==> src/include/gxp_defines.vh <==
`ifndef GXP_DEFINES_VH
`define GXP_DEFINES_VH

// register pointer values of the two input port registers
`define GXP_REG_IN_PORT0   8'h00
`define GXP_REG_IN_PORT1   8'h01
// pointer value after reset
`define GXP_PTR_RST        8'h00
// pair partner is found by flipping this bit of the pointer
`define GXP_PAIR_BIT       0
// read/write bit position within the address byte
`define GXP_RW_BIT         0
// bits in one bus byte
`define GXP_BYTE_BITS      4'h8

// drive strength codes, two bits per pin
`define GXP_DRV_W          2
`define GXP_DRV_CODE_00    2'h0
`define GXP_DRV_CODE_01    2'h1
`define GXP_DRV_CODE_10    2'h2
`define GXP_DRV_CODE_11    2'h3
// finger enable masks, four fingers per pin
`define GXP_FINGERS        4
`define GXP_FMASK_00       4'h1
`define GXP_FMASK_01       4'h7
`define GXP_FMASK_10       4'h3
`define GXP_FMASK_11       4'hf

`endif

==> src/core/gxp_pair_read.v <==
`timescale 1ns/100ps
`default_nettype none
`include "gxp_defines.vh"

module gxp_pair_read #(
  parameter [6:0] DEV_ADDR = 7'h20,        // bus address, arbitrary default
  parameter       PINS     = 16            // number of port pins
) (
  input  wire                  mclk,           // system clock, 10 MHz
  input  wire                  sys_rst,        // synchronous reset, active high
  input  wire                  scl_i,          // bus clock pin level
  input  wire                  sda_i,          // bus data pin level
  output reg                   sda_o_r,        // bus data drive value, always low
  output reg                   sda_oe_r,       // bus data pulled low while high
  output reg  [7:0]            rd_addr_r,      // register fetched from the map
  output reg                   rd_stb_r,       // fetch in progress, data valid on reg_rd_data
  input  wire [7:0]            reg_rd_data,    // contents of register rd_addr_r
  output reg                   int_clr0_r,     // pulse: input port 0 was read
  output reg                   int_clr1_r,     // pulse: input port 1 was read
  input  wire [PINS-1:0]       pin_dir,        // 1 = pin is an input
  input  wire [PINS-1:0]       pin_out,        // output data per pin
  input  wire [2*PINS-1:0]     pin_drv,        // two-bit strength code per pin
  output reg  [4*PINS-1:0]     pad_hi_en_r,    // fingers pulling the pad high
  output reg  [4*PINS-1:0]     pad_lo_en_r,    // fingers pulling the pad low
  output reg  [7:0]            ptr_r           // current register pointer
);

  // bus state machine codes
  localparam [3:0] ST_IDLE  = 4'h0;        // bus free or not addressed
  localparam [3:0] ST_ADDR  = 4'h1;        // taking the address byte
  localparam [3:0] ST_AACK  = 4'h2;        // acknowledging the address
  localparam [3:0] ST_CMD   = 4'h3;        // taking the command byte
  localparam [3:0] ST_CACK  = 4'h4;        // acknowledging the command
  localparam [3:0] ST_WDAT  = 4'h5;        // write data, taken and dropped
  localparam [3:0] ST_WACK  = 4'h6;        // acknowledging write data
  localparam [3:0] ST_RLOAD = 4'h7;        // waiting for the fetched byte
  localparam [3:0] ST_RDAT  = 4'h8;        // shifting a byte out
  localparam [3:0] ST_RACK  = 4'h9;        // master's ack bit

  // pin synchronisers; stage 1 feeds only stage 2
  reg        scl_s1_r;                     // first stage, clock pin
  reg        scl_s2_r;                     // second stage, clock pin
  reg        scl_d_r;                      // delayed copy for edges
  reg        sda_s1_r;                     // first stage, data pin
  reg        sda_s2_r;                     // second stage, data pin
  reg        sda_d_r;                      // delayed copy for edges
  wire       scl_rise;                     // bus clock rose
  wire       scl_fall;                     // bus clock fell
  wire       start_det;                    // start or repeated start
  wire       stop_det;                     // stop condition

  reg  [3:0] state_r;                      // bus state
  reg  [3:0] bit_cnt_r;                    // bits moved in this byte
  reg  [7:0] rx_r;                         // receive shifter
  reg  [7:0] tx_r;                         // transmit shifter
  reg        rw_r;                         // read bit of last address
  reg        mack_r;                       // master acknowledged
  reg  [7:0] cur_reg_r;                    // register of byte in flight
  wire       cap;                          // capture point for next byte
  wire       buf_in_rdy;                   // buffer has room
  wire       buf_out_v;                    // fetched byte waiting
  wire [7:0] buf_out_d;                    // fetched byte
  wire       pop;                          // shifter takes the byte
  wire       flush;                        // drop stale fetches
  wire [4*PINS-1:0] pad_hi_nxt;            // next pull-up finger enables
  wire [4*PINS-1:0] pad_lo_nxt;            // next pull-down finger enables

  // two flops per pin, then one more for edge detection
  always @(posedge mclk) begin
    if (sys_rst) begin
      scl_s1_r <= 1'b1;
      scl_s2_r <= 1'b1;
      scl_d_r  <= 1'b1;
      sda_s1_r <= 1'b1;
      sda_s2_r <= 1'b1;
      sda_d_r  <= 1'b1;
    end else begin
      scl_s1_r <= scl_i;
      scl_s2_r <= scl_s1_r;
      scl_d_r  <= scl_s2_r;
      sda_s1_r <= sda_i;
      sda_s2_r <= sda_s1_r;
      sda_d_r  <= sda_s2_r;
    end
  end

  assign scl_rise  = scl_s2_r & ~scl_d_r;
  assign scl_fall  = ~scl_s2_r & scl_d_r;
  // data moving while clock stays high marks start or stop
  assign start_det = scl_s2_r & scl_d_r & sda_d_r & ~sda_s2_r;
  assign stop_det  = scl_s2_r & scl_d_r & ~sda_d_r & sda_s2_r;

  // the next byte is captured as the ack clock pulse falls
  assign cap   = scl_fall & (((state_r == ST_AACK) & rw_r) | ((state_r == ST_RACK) & mack_r));
  assign pop   = (state_r == ST_RLOAD) & buf_out_v;
  assign flush = start_det | stop_det;

  // byte fetch into the buffer; a full buffer holds the strobe
  always @(posedge mclk) begin
    if (sys_rst || flush) begin
      rd_stb_r  <= 1'b0;
      rd_addr_r <= `GXP_PTR_RST;
    end else if (cap) begin
      rd_stb_r  <= 1'b1;
      rd_addr_r <= ptr_r;
    end else if (rd_stb_r && buf_in_rdy) begin
      rd_stb_r  <= 1'b0;
    end
  end

  // absorbs the gap between fetch and shift-out so no byte is lost
  gxp_fifo2 #(
    .W         (8)
  ) u_buf (
    .mclk      (mclk),
    .sys_rst   (sys_rst),
    .flush     (flush),
    .in_valid  (rd_stb_r),
    .in_ready  (buf_in_rdy),
    .in_data   (reg_rd_data),
    .out_valid (buf_out_v),
    .out_ready (pop),
    .out_data  (buf_out_d)
  );

  // bus state machine; start and stop override every state
  always @(posedge mclk) begin
    int_clr0_r <= 1'b0;
    int_clr1_r <= 1'b0;
    if (sys_rst) begin
      state_r    <= ST_IDLE;
      bit_cnt_r  <= 4'h0;
      rx_r       <= 8'h00;
      tx_r       <= 8'h00;
      rw_r       <= 1'b0;
      mack_r     <= 1'b0;
      cur_reg_r  <= `GXP_PTR_RST;
      ptr_r      <= `GXP_PTR_RST;
      sda_o_r    <= 1'b0;
      sda_oe_r   <= 1'b0;
      int_clr0_r <= 1'b0;
      int_clr1_r <= 1'b0;
    end else if (start_det) begin
      // repeated start keeps the pointer as left by the last read
      state_r   <= ST_ADDR;
      bit_cnt_r <= 4'h0;
      sda_oe_r  <= 1'b0;
    end else if (stop_det) begin
      state_r   <= ST_IDLE;
      sda_oe_r  <= 1'b0;
    end else begin
      case (state_r)
        ST_ADDR, ST_CMD, ST_WDAT: begin
          if (scl_rise) begin
            rx_r      <= {rx_r[6:0], sda_s2_r};
            bit_cnt_r <= bit_cnt_r + 4'h1;
          end else if (scl_fall && bit_cnt_r == `GXP_BYTE_BITS) begin
            bit_cnt_r <= 4'h0;
            if (state_r == ST_ADDR) begin
              if (rx_r[7:1] == DEV_ADDR) begin
                rw_r     <= rx_r[`GXP_RW_BIT];
                sda_oe_r <= 1'b1;
                state_r  <= ST_AACK;
              end else begin
                state_r  <= ST_IDLE;        // another device's address
              end
            end else if (state_r == ST_CMD) begin
              ptr_r    <= rx_r;
              sda_oe_r <= 1'b1;
              state_r  <= ST_CACK;
            end else begin
              sda_oe_r <= 1'b1;             // write data is acked and dropped
              state_r  <= ST_WACK;
            end
          end
        end
        ST_AACK, ST_CACK, ST_WACK: begin
          if (scl_fall) begin
            sda_oe_r  <= 1'b0;
            bit_cnt_r <= 4'h0;
            if (state_r == ST_AACK && rw_r) begin
              cur_reg_r <= ptr_r;
              ptr_r[`GXP_PAIR_BIT] <= ~ptr_r[`GXP_PAIR_BIT];
              state_r   <= ST_RLOAD;
            end else if (state_r == ST_AACK) begin
              state_r   <= ST_CMD;
            end else begin
              state_r   <= ST_WDAT;
            end
          end
        end
        ST_RLOAD: begin
          if (pop) begin
            // open drain: enable pulls low for a zero bit
            tx_r      <= {buf_out_d[6:0], 1'b0};
            sda_oe_r  <= ~buf_out_d[7];
            bit_cnt_r <= 4'h1;
            state_r   <= ST_RDAT;
          end
        end
        ST_RDAT: begin
          if (scl_fall) begin
            if (bit_cnt_r == `GXP_BYTE_BITS) begin
              sda_oe_r <= 1'b0;             // release for master's ack
              state_r  <= ST_RACK;
            end else begin
              sda_oe_r  <= ~tx_r[7];
              tx_r      <= {tx_r[6:0], 1'b0};
              bit_cnt_r <= bit_cnt_r + 4'h1;
            end
          end
        end
        ST_RACK: begin
          if (scl_rise) begin
            mack_r <= ~sda_s2_r;
            // interrupt clear follows the rising edge of the ack or nack pulse
            int_clr0_r <= (cur_reg_r == `GXP_REG_IN_PORT0);
            int_clr1_r <= (cur_reg_r == `GXP_REG_IN_PORT1);
          end else if (scl_fall) begin
            if (mack_r) begin
              // every register has a partner, so alternation is uniform
              cur_reg_r <= ptr_r;
              ptr_r[`GXP_PAIR_BIT] <= ~ptr_r[`GXP_PAIR_BIT];
              state_r   <= ST_RLOAD;
            end else begin
              state_r   <= ST_IDLE;
            end
          end
        end
        default: begin
          state_r  <= ST_IDLE;
          sda_oe_r <= 1'b0;
        end
      endcase
    end
  end

  // pad finger enables per pin, registered so pads never see decode glitches
  genvar gi;
  generate
    for (gi = 0; gi < PINS; gi = gi + 1) begin : g_pad
      reg [3:0] fmask;                     // fingers chosen by the strength code
      always @* begin
        case (pin_drv[2*gi +: 2])
          `GXP_DRV_CODE_00: fmask = `GXP_FMASK_00;
          `GXP_DRV_CODE_01: fmask = `GXP_FMASK_01;
          `GXP_DRV_CODE_10: fmask = `GXP_FMASK_10;
          `GXP_DRV_CODE_11: fmask = `GXP_FMASK_11;
          default:          fmask = `GXP_FMASK_11;
        endcase
      end
      // input pins float; outputs drive one side with the chosen fingers
      assign pad_hi_nxt[4*gi +: 4] = (~pin_dir[gi] & pin_out[gi]) ? fmask : 4'h0;
      assign pad_lo_nxt[4*gi +: 4] = (~pin_dir[gi] & ~pin_out[gi]) ? fmask : 4'h0;
    end
  endgenerate

  // one register stage for all pads; a single process keeps one driver per output
  always @(posedge mclk) begin
    if (sys_rst) begin
      pad_hi_en_r <= {4*PINS{1'b0}};
      pad_lo_en_r <= {4*PINS{1'b0}};
    end else begin
      pad_hi_en_r <= pad_hi_nxt;
      pad_lo_en_r <= pad_lo_nxt;
    end
  end

endmodule // gxp_pair_read

`default_nettype wire

==> src/core/gxp_fifo2.v <==
`timescale 1ns/100ps
`default_nettype none

// two-entry buffer; the filling side sees in_ready low while both slots hold data
module gxp_fifo2 #(
  parameter W = 8                          // data width
) (
  input  wire         mclk,                // system clock
  input  wire         sys_rst,             // synchronous reset, active high
  input  wire         flush,               // drop all held entries
  input  wire         in_valid,            // filling side offers a word
  output wire         in_ready,            // room for a word
  input  wire [W-1:0] in_data,             // word offered
  output wire         out_valid,           // a word is held
  input  wire         out_ready,           // draining side takes the word
  output wire [W-1:0] out_data             // oldest word, straight from a slot
);

  reg  [W-1:0] slot_r [0:1];               // the two storage slots
  reg          wr_ptr_r;                   // slot written next
  reg          rd_ptr_r;                   // slot read next
  reg  [1:0]   cnt_r;                      // number of words held
  wire         push;                       // word accepted
  wire         pop;                        // word removed

  assign in_ready  = (cnt_r != 2'h2);
  assign out_valid = (cnt_r != 2'h0);
  assign out_data  = slot_r[rd_ptr_r];
  assign push      = in_valid & in_ready;
  assign pop       = out_valid & out_ready;

  // pointer and occupancy bookkeeping; flush wins over any transfer
  always @(posedge mclk) begin
    if (sys_rst || flush) begin
      wr_ptr_r <= 1'b0;
      rd_ptr_r <= 1'b0;
      cnt_r    <= 2'h0;
    end else begin
      if (push) begin
        wr_ptr_r <= ~wr_ptr_r;
      end
      if (pop) begin
        rd_ptr_r <= ~rd_ptr_r;
      end
      cnt_r <= cnt_r + {1'b0, push} - {1'b0, pop};
    end
  end

  // storage needs no reset; occupancy guards it
  always @(posedge mclk) begin
    if (push) begin
      slot_r[wr_ptr_r] <= in_data;
    end
  end

endmodule // gxp_fifo2

`default_nettype wire

==> config.mk <==
export PLATFORM = sky130hd
export DESIGN_NAME = gxp_pair_read
export DESIGN_NICKNAME = d
export VERILOG_FILES = /design/src/core/gxp_pair_read.v /design/src/core/gxp_fifo2.v
export VERILOG_INCLUDE_DIRS = /design/src /design/src/include
export SDC_FILE = /design/constraint.sdc
export NUM_CORES = 1
export LEC_CHECK = 0
export BUFFER_PORTS_ARGS = -buffer_cell sky130_fd_sc_hd__buf_4
export CORE_ASPECT_RATIO = 0.6
export CORE_MARGIN = 4
export CORE_UTILIZATION = 54
export CTS_BUF_LIST = sky130_fd_sc_hd__clkbuf_16
export DETAILED_ROUTE_END_ITERATION = 6
export MAX_ROUTING_LAYER = met4
export PLACE_DENSITY = 0.84
export SETUP_SLACK_MARGIN = 0.5
export SLEW_MARGIN = 15
export SYNTH_ARGS = -nofsm -noshare
export SYNTH_HDL_FRONTEND = slang
export SYNTH_HIERARCHICAL = 1
export SYNTH_SLANG_ARGS = --single-unit
export TNS_END_PERCENT = 100
==> constraint.sdc <==
create_clock -name mclk -period 3.5 [get_ports mclk]
set_clock_uncertainty 0.1 [all_clocks]
set_input_delay 0.525 -clock mclk [delete_from_list [all_inputs] [get_ports mclk]]
set_output_delay 0.525 -clock mclk [all_outputs]
set_load 0.01 [all_outputs]
==> results of run 1 <==
[kinds of logic (layout without fill, tap and decap cells)]
| family | Yosys count | after routing | share of synthesized area |
|---|---|---|---|
| AOI/OAI and AO/OA | 62 | 62 | 0.0646 |
| xor gates and xnor gates | 4 | 4 | 0.00493 |
| adders and majority gates | 4 | 4 | 0.00705 |
| buffers and inverters | 55 | 282 | 0.0343 |
| DFF | 208 | 208 | 0.609 |
| muxes | 48 | 48 | 0.0697 |
| other | 1 | 1 | 0.000528 |
| and+or+nand+nor | 296 | 296 | 0.210 |
[flip-flops by register name, indices dropped and copies added, names as in the netlist, 2 cells and up, named ones only]
| register | cells |
|---|---|
| ptr_r | 8 |
| pad_hi_en_r | 64 |
| state_r | 4 |
| bit_cnt_r | 4 |
| rx_r | 8 |
| tx_r | 7 |
| pad_lo_en_r | 64 |
| cur_reg_r | 8 |
| u_buf/cnt_r | 2 |
| rd_addr_r | 8 |
| u_buf/slot_r | 16 |
[synth_stat cells (3+ instances only)]
master,number
mux2i_1,39
a211oi_2,3
clkbuf_1,15
ha_1,4
nor2b_1,31
a21oi_1,12
a31oi_1,3
edfxtp_1,16
a32o_1,3
nand2b_1,3
nand2_1,32
nor4_1,5
a211oi_1,6
o21bai_1,3
nor3_1,22
nand4b_1,3
buf_2,9
and3_1,31
nand3_1,5
mux2_1,8
buf_4,3
dfxtp_1,192
nor2_1,117
inv_1,25
nor3b_1,6
o21ai_0,10
or2_2,10
and2_1,18
[through the flow]
stage / hold slack, ns / std cells
6_report: 0.138 / 1075
3_3_place_gp: 0.297 / 1044
3_5_place_dp: 0.295 / 1044
5_1_grt: 0.119 / 1075
2_1_floorplan: 0.289 / 678
4_1_cts: 0.118 / 1075
[area by class of cell]
type	instances	area, um^2
sequential	208	4320
fill	882	3460
multi-input combinational	415	2540
timing repair buffer	226	1700
clock buffer	19	475
tap	170	213
inverter	25	93.8
clock inverter	12	50.0
[path summary, 6_finish.rpt]
kind | from | to | slack (ns) | cells past startpoint
setup / recovery | state_r[3] | tx_r[5] | 1.01 | 5
hold / removal | reg_rd_data[3] | u_buf/slot_r[1][3] | 0.14 | 1
setup reg to reg | state_r[3] | tx_r[5] | 1.01 | 5
hold reg to reg | sda_s1_r | sda_s2_r | 0.31 | 1
[layer usage]
metal  wire (um)  vias to the layer above  part of all wire
met1        7660                     2627              0.43
met3        2050                       22              0.11
met2        7810                      221              0.44
met5           0                        -                 0
li1            -                     2719                 -
met4         317                        0             0.018
[where the power goes]
part           leakage (nW)  total (mW)  internal, mW  switching, mW
sequential             1.71        2.58          2.49         0.0935
clock                 0.272        1.78         0.977          0.805
combinational          2.53       0.674         0.315          0.359
[worst max-delay path, cell delays in order, from the launching register on]
cell       delay (ns)
dfxtp_1          0.69
or4b_4           0.67
o2bb2ai_2        0.19
nor3_4           0.43
nor2_1           0.11
a211oi_2         0.21
==> flow_metrics.py, run 1 <==
metrics = {
    "grt": {
        "grt.overflow.total": 0,
        "antenna_found_initial": 0,
        "use_met1": 0.305,
        "grt_pass1_vias": 5697,
        "grt_use_met3": 0.103,
        "grt_use_met2": 0.358,
        "busiest_layer": "met2",
        "grt_pass1_wl_um": 28500,
        "grt_usage": 0.239,
        "grt_max_degree": 49,
    },
    "floorplanning": {
        "num_rows": 32,
        "die-area_um2": 15100,
        "die_w_um": 156,
        "core_um2": 12900,
        "start_util": 0.553,
        "ios": 225,
        "fp.dieH_um": 96.8,
    },
    "setup_path": {
        "crit_path_start_kind": "register",
        "end_kind": "register",
        "worst-path-max-fanout": 20,
        "critPathRequiredTime_ns": 3.79,
        "worstSetupPathType": "register to register",
        "arrival_ns": 2.78,
    },
    "clocking": {
        "clock_latency_ns": 0.47,
        "path_clk_slew_ns": 0.07,
        "cts_buffers": 18,
        "cts_buffer_depth": 3,
        "cts_sinks": 208,
        "postCtsHoldBufs": 0,
        "htree_num_levels": 1,
        "cts_tree": "yes",
        "cts_resized": 0,
        "postCtsSetupRepairBufs": 0,
        "cts_root_buf": "clkbuf_16",
    },
    "synthesis": {
        "synth.distinct_cells": 64,
        "synth_ff_type": "dfxtp_1",
        "synth_area_leaders": "dfxtp_1 (54%), edfxtp_1 (6.8%), nor2_1 (6.2%), mux2i_1 (5.5%), and3_1 (2.7%)",
        "syn_nets": 758,
        "synth-seq-cells": 208,
        "ys_seq_area_frac": 0.609,
        "async_flop_share": 0,
        "synth_area_leader_cell": "dfxtp_1",
        "synth_edf_count": 16,
        "synth.avg_cell_area_um2": 10.5,
        "yosysWarnings": 6,
        "synth_top_area_frac": 0.541,
        "syn-instance-count": 678,
        "netlist_area_um2": 7100,
    },
    "route": {
        "routed_wirelength_um": 17800,
        "num_vias": 5589,
        "drc": 0,
        "first_pass_iters": 6,
        "drtIter0Drc": 379,
        "routed_via_density": 5.20,
        "ant_nets": 0,
        "wl_per_cell_um": 16.6,
    },
    "layout": {
        "final_cell_mix": "buf_4 (226), dfxtp_1 (192), nor2_1 (117)",
        "layout.nets": 974,
        "layout_commonest_cell": "buf_4",
        "final_util": 0.731,
        "drive_gt1_frac": 0.301,
        "stdcell_area_um2": 9390,
        "syn_to_final_growth_pct": 32.2,
        "num_antenna_cells": 0,
    },
    "timing": {
        "rsz0062_at_grt": "false",
        "setup_viol_count_final": 0,
        "max_clock_freq_ghz": 0.401,
        "finalWorstPathRequiredPeriod_ns": 2.49,
        "maxSlewViolCount": 0,
        "fin_crit_sh": 0.712,
        "fin_setup_tns_ns": 0,
        "tightest_slew_ns": 0.734,
        "hold_viol": 0,
        "layout_setup_ws_ns": 1.01,
        "slew-limit-headroom": 0.509,
    },
    "placed_design": {
        "gp_congestion": 0.928,
        "hpwl_um": 13400,
        "post-place-ws_ns": 1.06,
        "placed_area_um2": 8860,
        "io_buffers": 223,
    },
    "pwr": {
        "p_per_area_nw_per_um2": 536,
        "leakagePower_nw": 4.51,
        "vdd_drop_max_mv": 0.351,
        "p_total_mw": 5.04,
    },
    "hold_path": {
        "worst_hold_path_type": "input port to register",
    },
    "job": {
        "cap_violations": 0,
    },
    "outcome": {
        "status": "complete, no violations",
    },
}
Note: power is estimated with default switching activity, not from simulation.
==> inputs of run 2 (changes only) <==
--- a/config.mk
+++ b/config.mk
@@ -9,11 +9,11 @@
 export BUFFER_PORTS_ARGS = -buffer_cell sky130_fd_sc_hd__buf_4
 export CORE_ASPECT_RATIO = 0.6
 export CORE_MARGIN = 4
-export CORE_UTILIZATION = 54
+export CORE_UTILIZATION = 45
 export CTS_BUF_LIST = sky130_fd_sc_hd__clkbuf_16
 export DETAILED_ROUTE_END_ITERATION = 6
 export MAX_ROUTING_LAYER = met4
-export PLACE_DENSITY = 0.84
+export PLACE_DENSITY = 0.75
 export SETUP_SLACK_MARGIN = 0.5
 export SLEW_MARGIN = 15
 export SYNTH_ARGS = -nofsm -noshare
==> constraint.sdc (replaced) <==
create_clock -name mclk -period 2 [get_ports mclk]
set_clock_uncertainty 0.1 [all_clocks]
set_input_delay 0.3 -clock mclk [delete_from_list [all_inputs] [get_ports mclk]]
set_output_delay 0.3 -clock mclk [all_outputs]
set_load 0.01 [all_outputs]
==> flow_metrics.py, run 2 (synthesized netlist as in run 1, its figures left out) <==
metrics = {
    "hold_path": {
        "min_from": "pin_dir[14]",
        "hold_depth": 3,
        "hold-path-endpoint": "pad_lo_en_r[57]",
        "worst_hold_path_type": "input port to register",
    },
    "job": {
        "cap_violations": 0,
    },
    "layout": {
        "layout_commonest_cell": "buf_4",
        "stdcell_area_um2": 11000,
        "final_cell_mix": "buf_4 (250), dfxtp_1 (182), nor2_1 (111)",
        "drive_gt1_frac": 0.362,
        "largest_registers": "pad_hi_en_r: 64 flops, pad_lo_en_r: 64 flops, u_buf/slot_r: 16 flops",
        "layout.nets": 1094,
        "fillers": 1053,
        "syn_to_final_growth_pct": 55.2,
    },
    "placed_design": {
        "hpwl_um": 13500,
        "placed_area_um2": 9230,
        "post-place-ws_ns": 0.0454,
        "gp_congestion": 0.896,
        "io_buffers": 223,
    },
    "floorplanning": {
        "ios": 225,
        "die-area_um2": 17900,
        "core_um2": 15400,
        "fp.dieH_um": 105,
        "die_w_um": 170,
        "num_rows": 35,
        "start_util": 0.461,
    },
    "grt": {
        "grt_pass1_wl_um": 32700,
        "grt_pass1_vias": 6335,
        "grt_usage": 0.231,
        "grt.overflow.total": 0,
        "grt_max_degree": 39,
        "antenna_found_initial": 1,
    },
    "timing": {
        "hold_viol": 0,
        "max_clock_freq_ghz": 0.522,
        "setup_viol_count_final": 0,
        "tightest_slew_ns": 0.511,
        "maxSlewViolCount": 0,
        "layout_setup_ws_ns": 0.0853,
        "slew-limit-headroom": 0.660,
        "finalWorstPathRequiredPeriod_ns": 1.91,
        "rsz0062_at_grt": "true",
        "fin_setup_tns_ns": 0,
        "fin_crit_sh": 0.957,
    },
    "setup_path": {
        "reg2reg_slack_ns": 0.09,
        "worstSetupPathType": "register to register",
        "rr_worst_depth": 5,
        "end_kind": "register",
        "cp_cell_sequence": "or4b_4 -> o311ai_2 -> o41a_2 -> o211ai_1 -> a32o_1",
        "cp_num_buf_inv": 0,
        "critPathRequiredTime_ns": 2.27,
        "rr_startpoint": "state_r[0]",
        "worst-path-max-fanout": 5,
        "critical-path-top-delay-family": "compound AO/OA/AOI/OAI gates",
        "worst_path_max_delay_cell": "or4b_4",
        "slowest_delay_ns": 0.61,
        "r2r-end": "bit_cnt_r[2]",
        "arrival_ns": 2.19,
        "crit_path_start_kind": "register",
    },
    "route": {
        "routed_via_density": 4.96,
        "routed_wirelength_um": 20900,
        "num_vias": 6105,
        "drtIter0Drc": 318,
        "drc": 0,
        "ant_nets": 0,
        "wl_per_cell_um": 17.0,
        "first_pass_iters": 6,
    },
    "clocking": {
        "cts_buffers": 20,
        "cts_root_buf": "clkbuf_16",
        "cts_buffer_depth": 3,
        "clock_latency_ns": 0.48,
        "cts_tree": "yes",
        "cts_sinks": 208,
        "path_clk_slew_ns": 0.07,
        "htree_num_levels": 1,
    },
    "pwr": {
        "power.switching_mw": 2.53,
        "p_seq_frac": 0.459,
        "p_per_area_nw_per_um2": 881,
        "p_int_mw": 7.18,
        "p_comb_frac": 0.189,
        "vdd_drop_max_mv": 0.677,
        "leakagePower_nw": 5.19,
        "clkPwrFrac": 0.352,
        "p_sw_frac": 0.260,
    },
    "outcome": {
        "status": "complete, no violations",
    },
}
-- run 2: cell types whose count changed in the layout (fill, tap and decap cells not counted), moves of 4 or more --
cell           previous run  this run
dfxtp_2                   0         7
buf_4                   226       250
dfxtp_1                 192       182
buf_12                    0         4
nor2_1                  117       111
dlygate4sd3_1             0        80
or2_4                     0         4
buf_6                     0         7
nor2_2                    0         4
nor4_1                    5         1
-- run 2: how the worst max path moves through the flow --
stage          depth (start not counted)            from  slack (ns)        endpoint
2_1_floorplan                          9  u_buf/cnt_r[0]        0.15  u_buf/cnt_r[1]
3_3_place_gp                           9  u_buf/cnt_r[0]        0.08  u_buf/cnt_r[1]
3_5_place_dp                           9  u_buf/cnt_r[0]        0.05  u_buf/cnt_r[1]
4_1_cts                                5      state_r[0]        0.11    bit_cnt_r[2]
5_1_grt                                6      state_r[2]        0.04         tx_r[7]
6_report                               5      state_r[0]        0.09    bit_cnt_r[2]
-- run 2: timing repair --
item                                   4_1_cts  5_1_grt
hold buffers                                82        0
pin swaps                                   13        9
gates cloned                                 1        0
buffers inserted                             9        3
setup endpoints to repair                   56       62
resized for setup                           32       32
endpoints found under the hold margin      146        0
-- run 2: metrics by stage --
step                      power, mW  cells  hold WS, ns  utilization
after floorplan                5.49    678        0.289            -
after global placement         5.99   1100        0.293        0.599
after detailed placement       6.00   1100        0.294        0.599
after CTS                      9.65   1226       0.0230        0.704
after global routing           10.1   1230       0.0363        0.715
final                          9.71   1230       0.0394        0.715
-- run 2: layout make-up --
cell class	count	area [um^2]	area share
Tap cell	203	254	0.0230
Antenna cell	1	2.50	0.000227
Clock buffer	21	526	0.0477
Clock inverter	13	62.6	0.00567
Inverter	25	93.8	0.00851
Sequential cell	208	4340	0.394
Timing Repair Buffer	344	2890	0.262
Multi-Input combinational cell	415	2850	0.259
-- run 2: power groups by stage --
stage	Clock [mW]	Sequential [mW]	Combinational [mW]
CTS	3.49	4.45	1.71
detailed placement	0	4.54	1.46
global placement	0	4.54	1.46
finish	3.42	4.46	1.84
floorplan	0	4.55	0.934
global route	3.66	4.47	1.97
-- run 2: routing by layer --
layer / vias to the layer above / share of wire / global-route usage
li1: 2956 / - / -
met1: 2894 / 0.42 / 0.285
met2: 220 / 0.46 / 0.361
met3: 35 / 0.10 / 0.0896
met4: 0 / 0.021 / 0.0564
met5: - / 0 / -
-- run 2: worst register-to-register path, cell delays in order (launching register included) --
cell      delay [ns]
dfxtp_2         0.35
or4b_4          0.61
o311ai_2        0.12
o41a_2          0.24
o211ai_1        0.10
a32o_1          0.28
==> inputs of run 3 (changes only) <==
--- a/config.mk
+++ b/config.mk
@@ -13,7 +13,7 @@
 export CTS_BUF_LIST = sky130_fd_sc_hd__clkbuf_16
 export DETAILED_ROUTE_END_ITERATION = 6
 export MAX_ROUTING_LAYER = met4
-export PLACE_DENSITY = 0.75
+export PLACE_DENSITY = 0.81
 export SETUP_SLACK_MARGIN = 0.5
 export SLEW_MARGIN = 15
 export SYNTH_ARGS = -nofsm -noshare
==> flow_metrics.py, run 3 (synthesized netlist as in run 1, its figures left out) <==
metrics = {
    "timing": {
        "hold_viol": 0,
        "tightest_slew_ns": 0.591,
        "max_clock_freq_ghz": 0.496,
        "fin_crit_sh": 1.01,
        "setup_viol_count_final": 1,
        "rsz0062_at_grt": "true",
        "maxSlewViolCount": 0,
        "fin_setup_tns_ns": -0.0147,
        "slew-limit-headroom": 0.602,
        "finalWorstPathRequiredPeriod_ns": 2.01,
        "whs_ns": 0.126,
        "layout_setup_ws_ns": -0.0147,
    },
    "layout": {
        "final_util": 0.751,
        "layout.cells.non_filler": 1264,
        "final_cell_mix": "buf_4 (272), dfxtp_1 (180), nor2_1 (110)",
        "largest_registers": "pad_hi_en_r: 64 flops, pad_lo_en_r: 64 flops, u_buf/slot_r: 16 flops",
        "layout_commonest_cell": "buf_4",
        "drive_gt1_frac": 0.400,
        "stdcell_area_um2": 11600,
        "layout.nets": 1127,
        "syn_to_final_growth_pct": 62.9,
    },
    "route": {
        "ant_nets": 0,
        "drc": 0,
        "routed_via_density": 5.16,
        "num_vias": 6524,
        "drtIter0Drc": 470,
        "wl_per_cell_um": 19.2,
        "routed_wirelength_um": 24300,
        "first_pass_iters": 5,
    },
    "clocking": {
        "cts_buffer_depth": 3,
        "cts_buffers": 19,
        "cts_tree": "yes",
        "clock_latency_ns": 0.49,
        "htree_num_levels": 1,
        "cts_root_buf": "clkbuf_16",
        "cts_sinks": 208,
        "path_clk_slew_ns": 0.08,
    },
    "placed_design": {
        "hpwl_um": 14300,
        "gp_congestion": 0.941,
        "numPlacedInstances": 1105,
        "io_buffers": 223,
        "placed_area_um2": 9280,
        "post-place-ws_ns": 0.00193,
    },
    "grt": {
        "grt_pass1_wl_um": 36000,
        "grt_usage": 0.258,
        "grt_max_degree": 31,
        "antenna_found_initial": 2,
        "grt.overflow.total": 0,
        "grt_pass1_vias": 6811,
    },
    "pwr": {
        "p_seq_frac": 0.430,
        "p_int_mw": 7.58,
        "leakagePower_nw": 5.42,
        "p_per_area_nw_per_um2": 899,
        "clkPwrFrac": 0.344,
        "power.switching_mw": 2.83,
        "p_sw_frac": 0.272,
        "vdd_drop_max_mv": 0.672,
        "p_comb_frac": 0.227,
        "p_total_mw": 10.4,
    },
    "job": {
        "cap_violations": 0,
    },
    "setup_path": {
        "worst_path_max_delay_cell": "or4b_4",
        "end_kind": "register",
        "worst-path-max-fanout": 12,
        "cp_num_buf_inv": 1,
        "crit_path_start_kind": "register",
        "critical-path-top-delay-family": "simple AND/OR/NAND/NOR gates",
        "arrival_ns": 2.31,
        "critPathRequiredTime_ns": 2.29,
        "slowest_delay_ns": 0.64,
        "reg2reg_slack_ns": -0.01,
        "worstSetupPathType": "register to register",
        "cp_cell_sequence": "or4b_4 -> o2bb2ai_2 -> nor3_4 -> buf_12 -> nor2_1 -> a211oi_1",
    },
    "outcome": {
        "violations": "negative setup slack",
        "status": "finished with violations",
    },
    "hold_path": {
        "worst_hold_path_type": "input port to register",
    },
    "floorplanning": {
        "die-area_um2": 17900,
        "num_rows": 35,
        "ios": 225,
        "core_um2": 15400,
        "fp.dieH_um": 105,
        "die_w_um": 170,
        "start_util": 0.461,
    },
}
run 3: cell types whose count changed in the layout (fill, tap and decap cells not counted), sizes merged, moves of 2 or more:
cell,previous run,this run
clkinv,4,8
inv,31,29
buf,262,299
dlygate4sd3,80,76
clkinvlp,3,0
bufinv,0,2
run 3: path summary, 6_finish.rpt:
check	startpoint	endpoint	cells after the start
worst min-delay path	sys_rst	rx_r[5]	2
worst min register to register	scl_s1_r	scl_s2_r	1
worst max-delay path	state_r[1]	tx_r[2]	6
worst max register to register	state_r[1]	tx_r[2]	6
run 3: what timing repair did:
item,in CTS,in global routing
pin swaps,15,41
buffers inserted,22,21
endpoints found under the setup margin,55,62
gates resized for setup,52,65
hold buffers,78,0
endpoints found under the hold margin,146,0
cloned,2,1
run 3: layout make-up:
type	instances	area, um^2
multi-input combinational	415	3020
clock buffer	19	475
sequential	208	4350
inverter	25	93.8
tap	203	254
fill	963	3840
timing repair buffer	378	3260
antenna	2	5.00
clock inverter	14	118
run 3: power groups by stage:
| stage | registers, mW | logic, mW | clock network, mW |
|---|---|---|---|
| CTS | 4.46 | 1.88 | 3.58 |
| global route | 4.48 | 2.50 | 3.78 |
| global placement | 4.54 | 1.44 | 0 |
| floorplan | 4.55 | 0.934 | 0 |
| finish | 4.47 | 2.36 | 3.57 |
| detailed placement | 4.54 | 1.47 | 0 |
run 3: layer usage:
metal,vias to the layer above,share of wire,track usage
met5,-,0,-
met4,0,0.031,0.0672
met3,73,0.10,0.101
met2,263,0.49,0.417
met1,3165,0.38,0.301
li1,3023,-,-
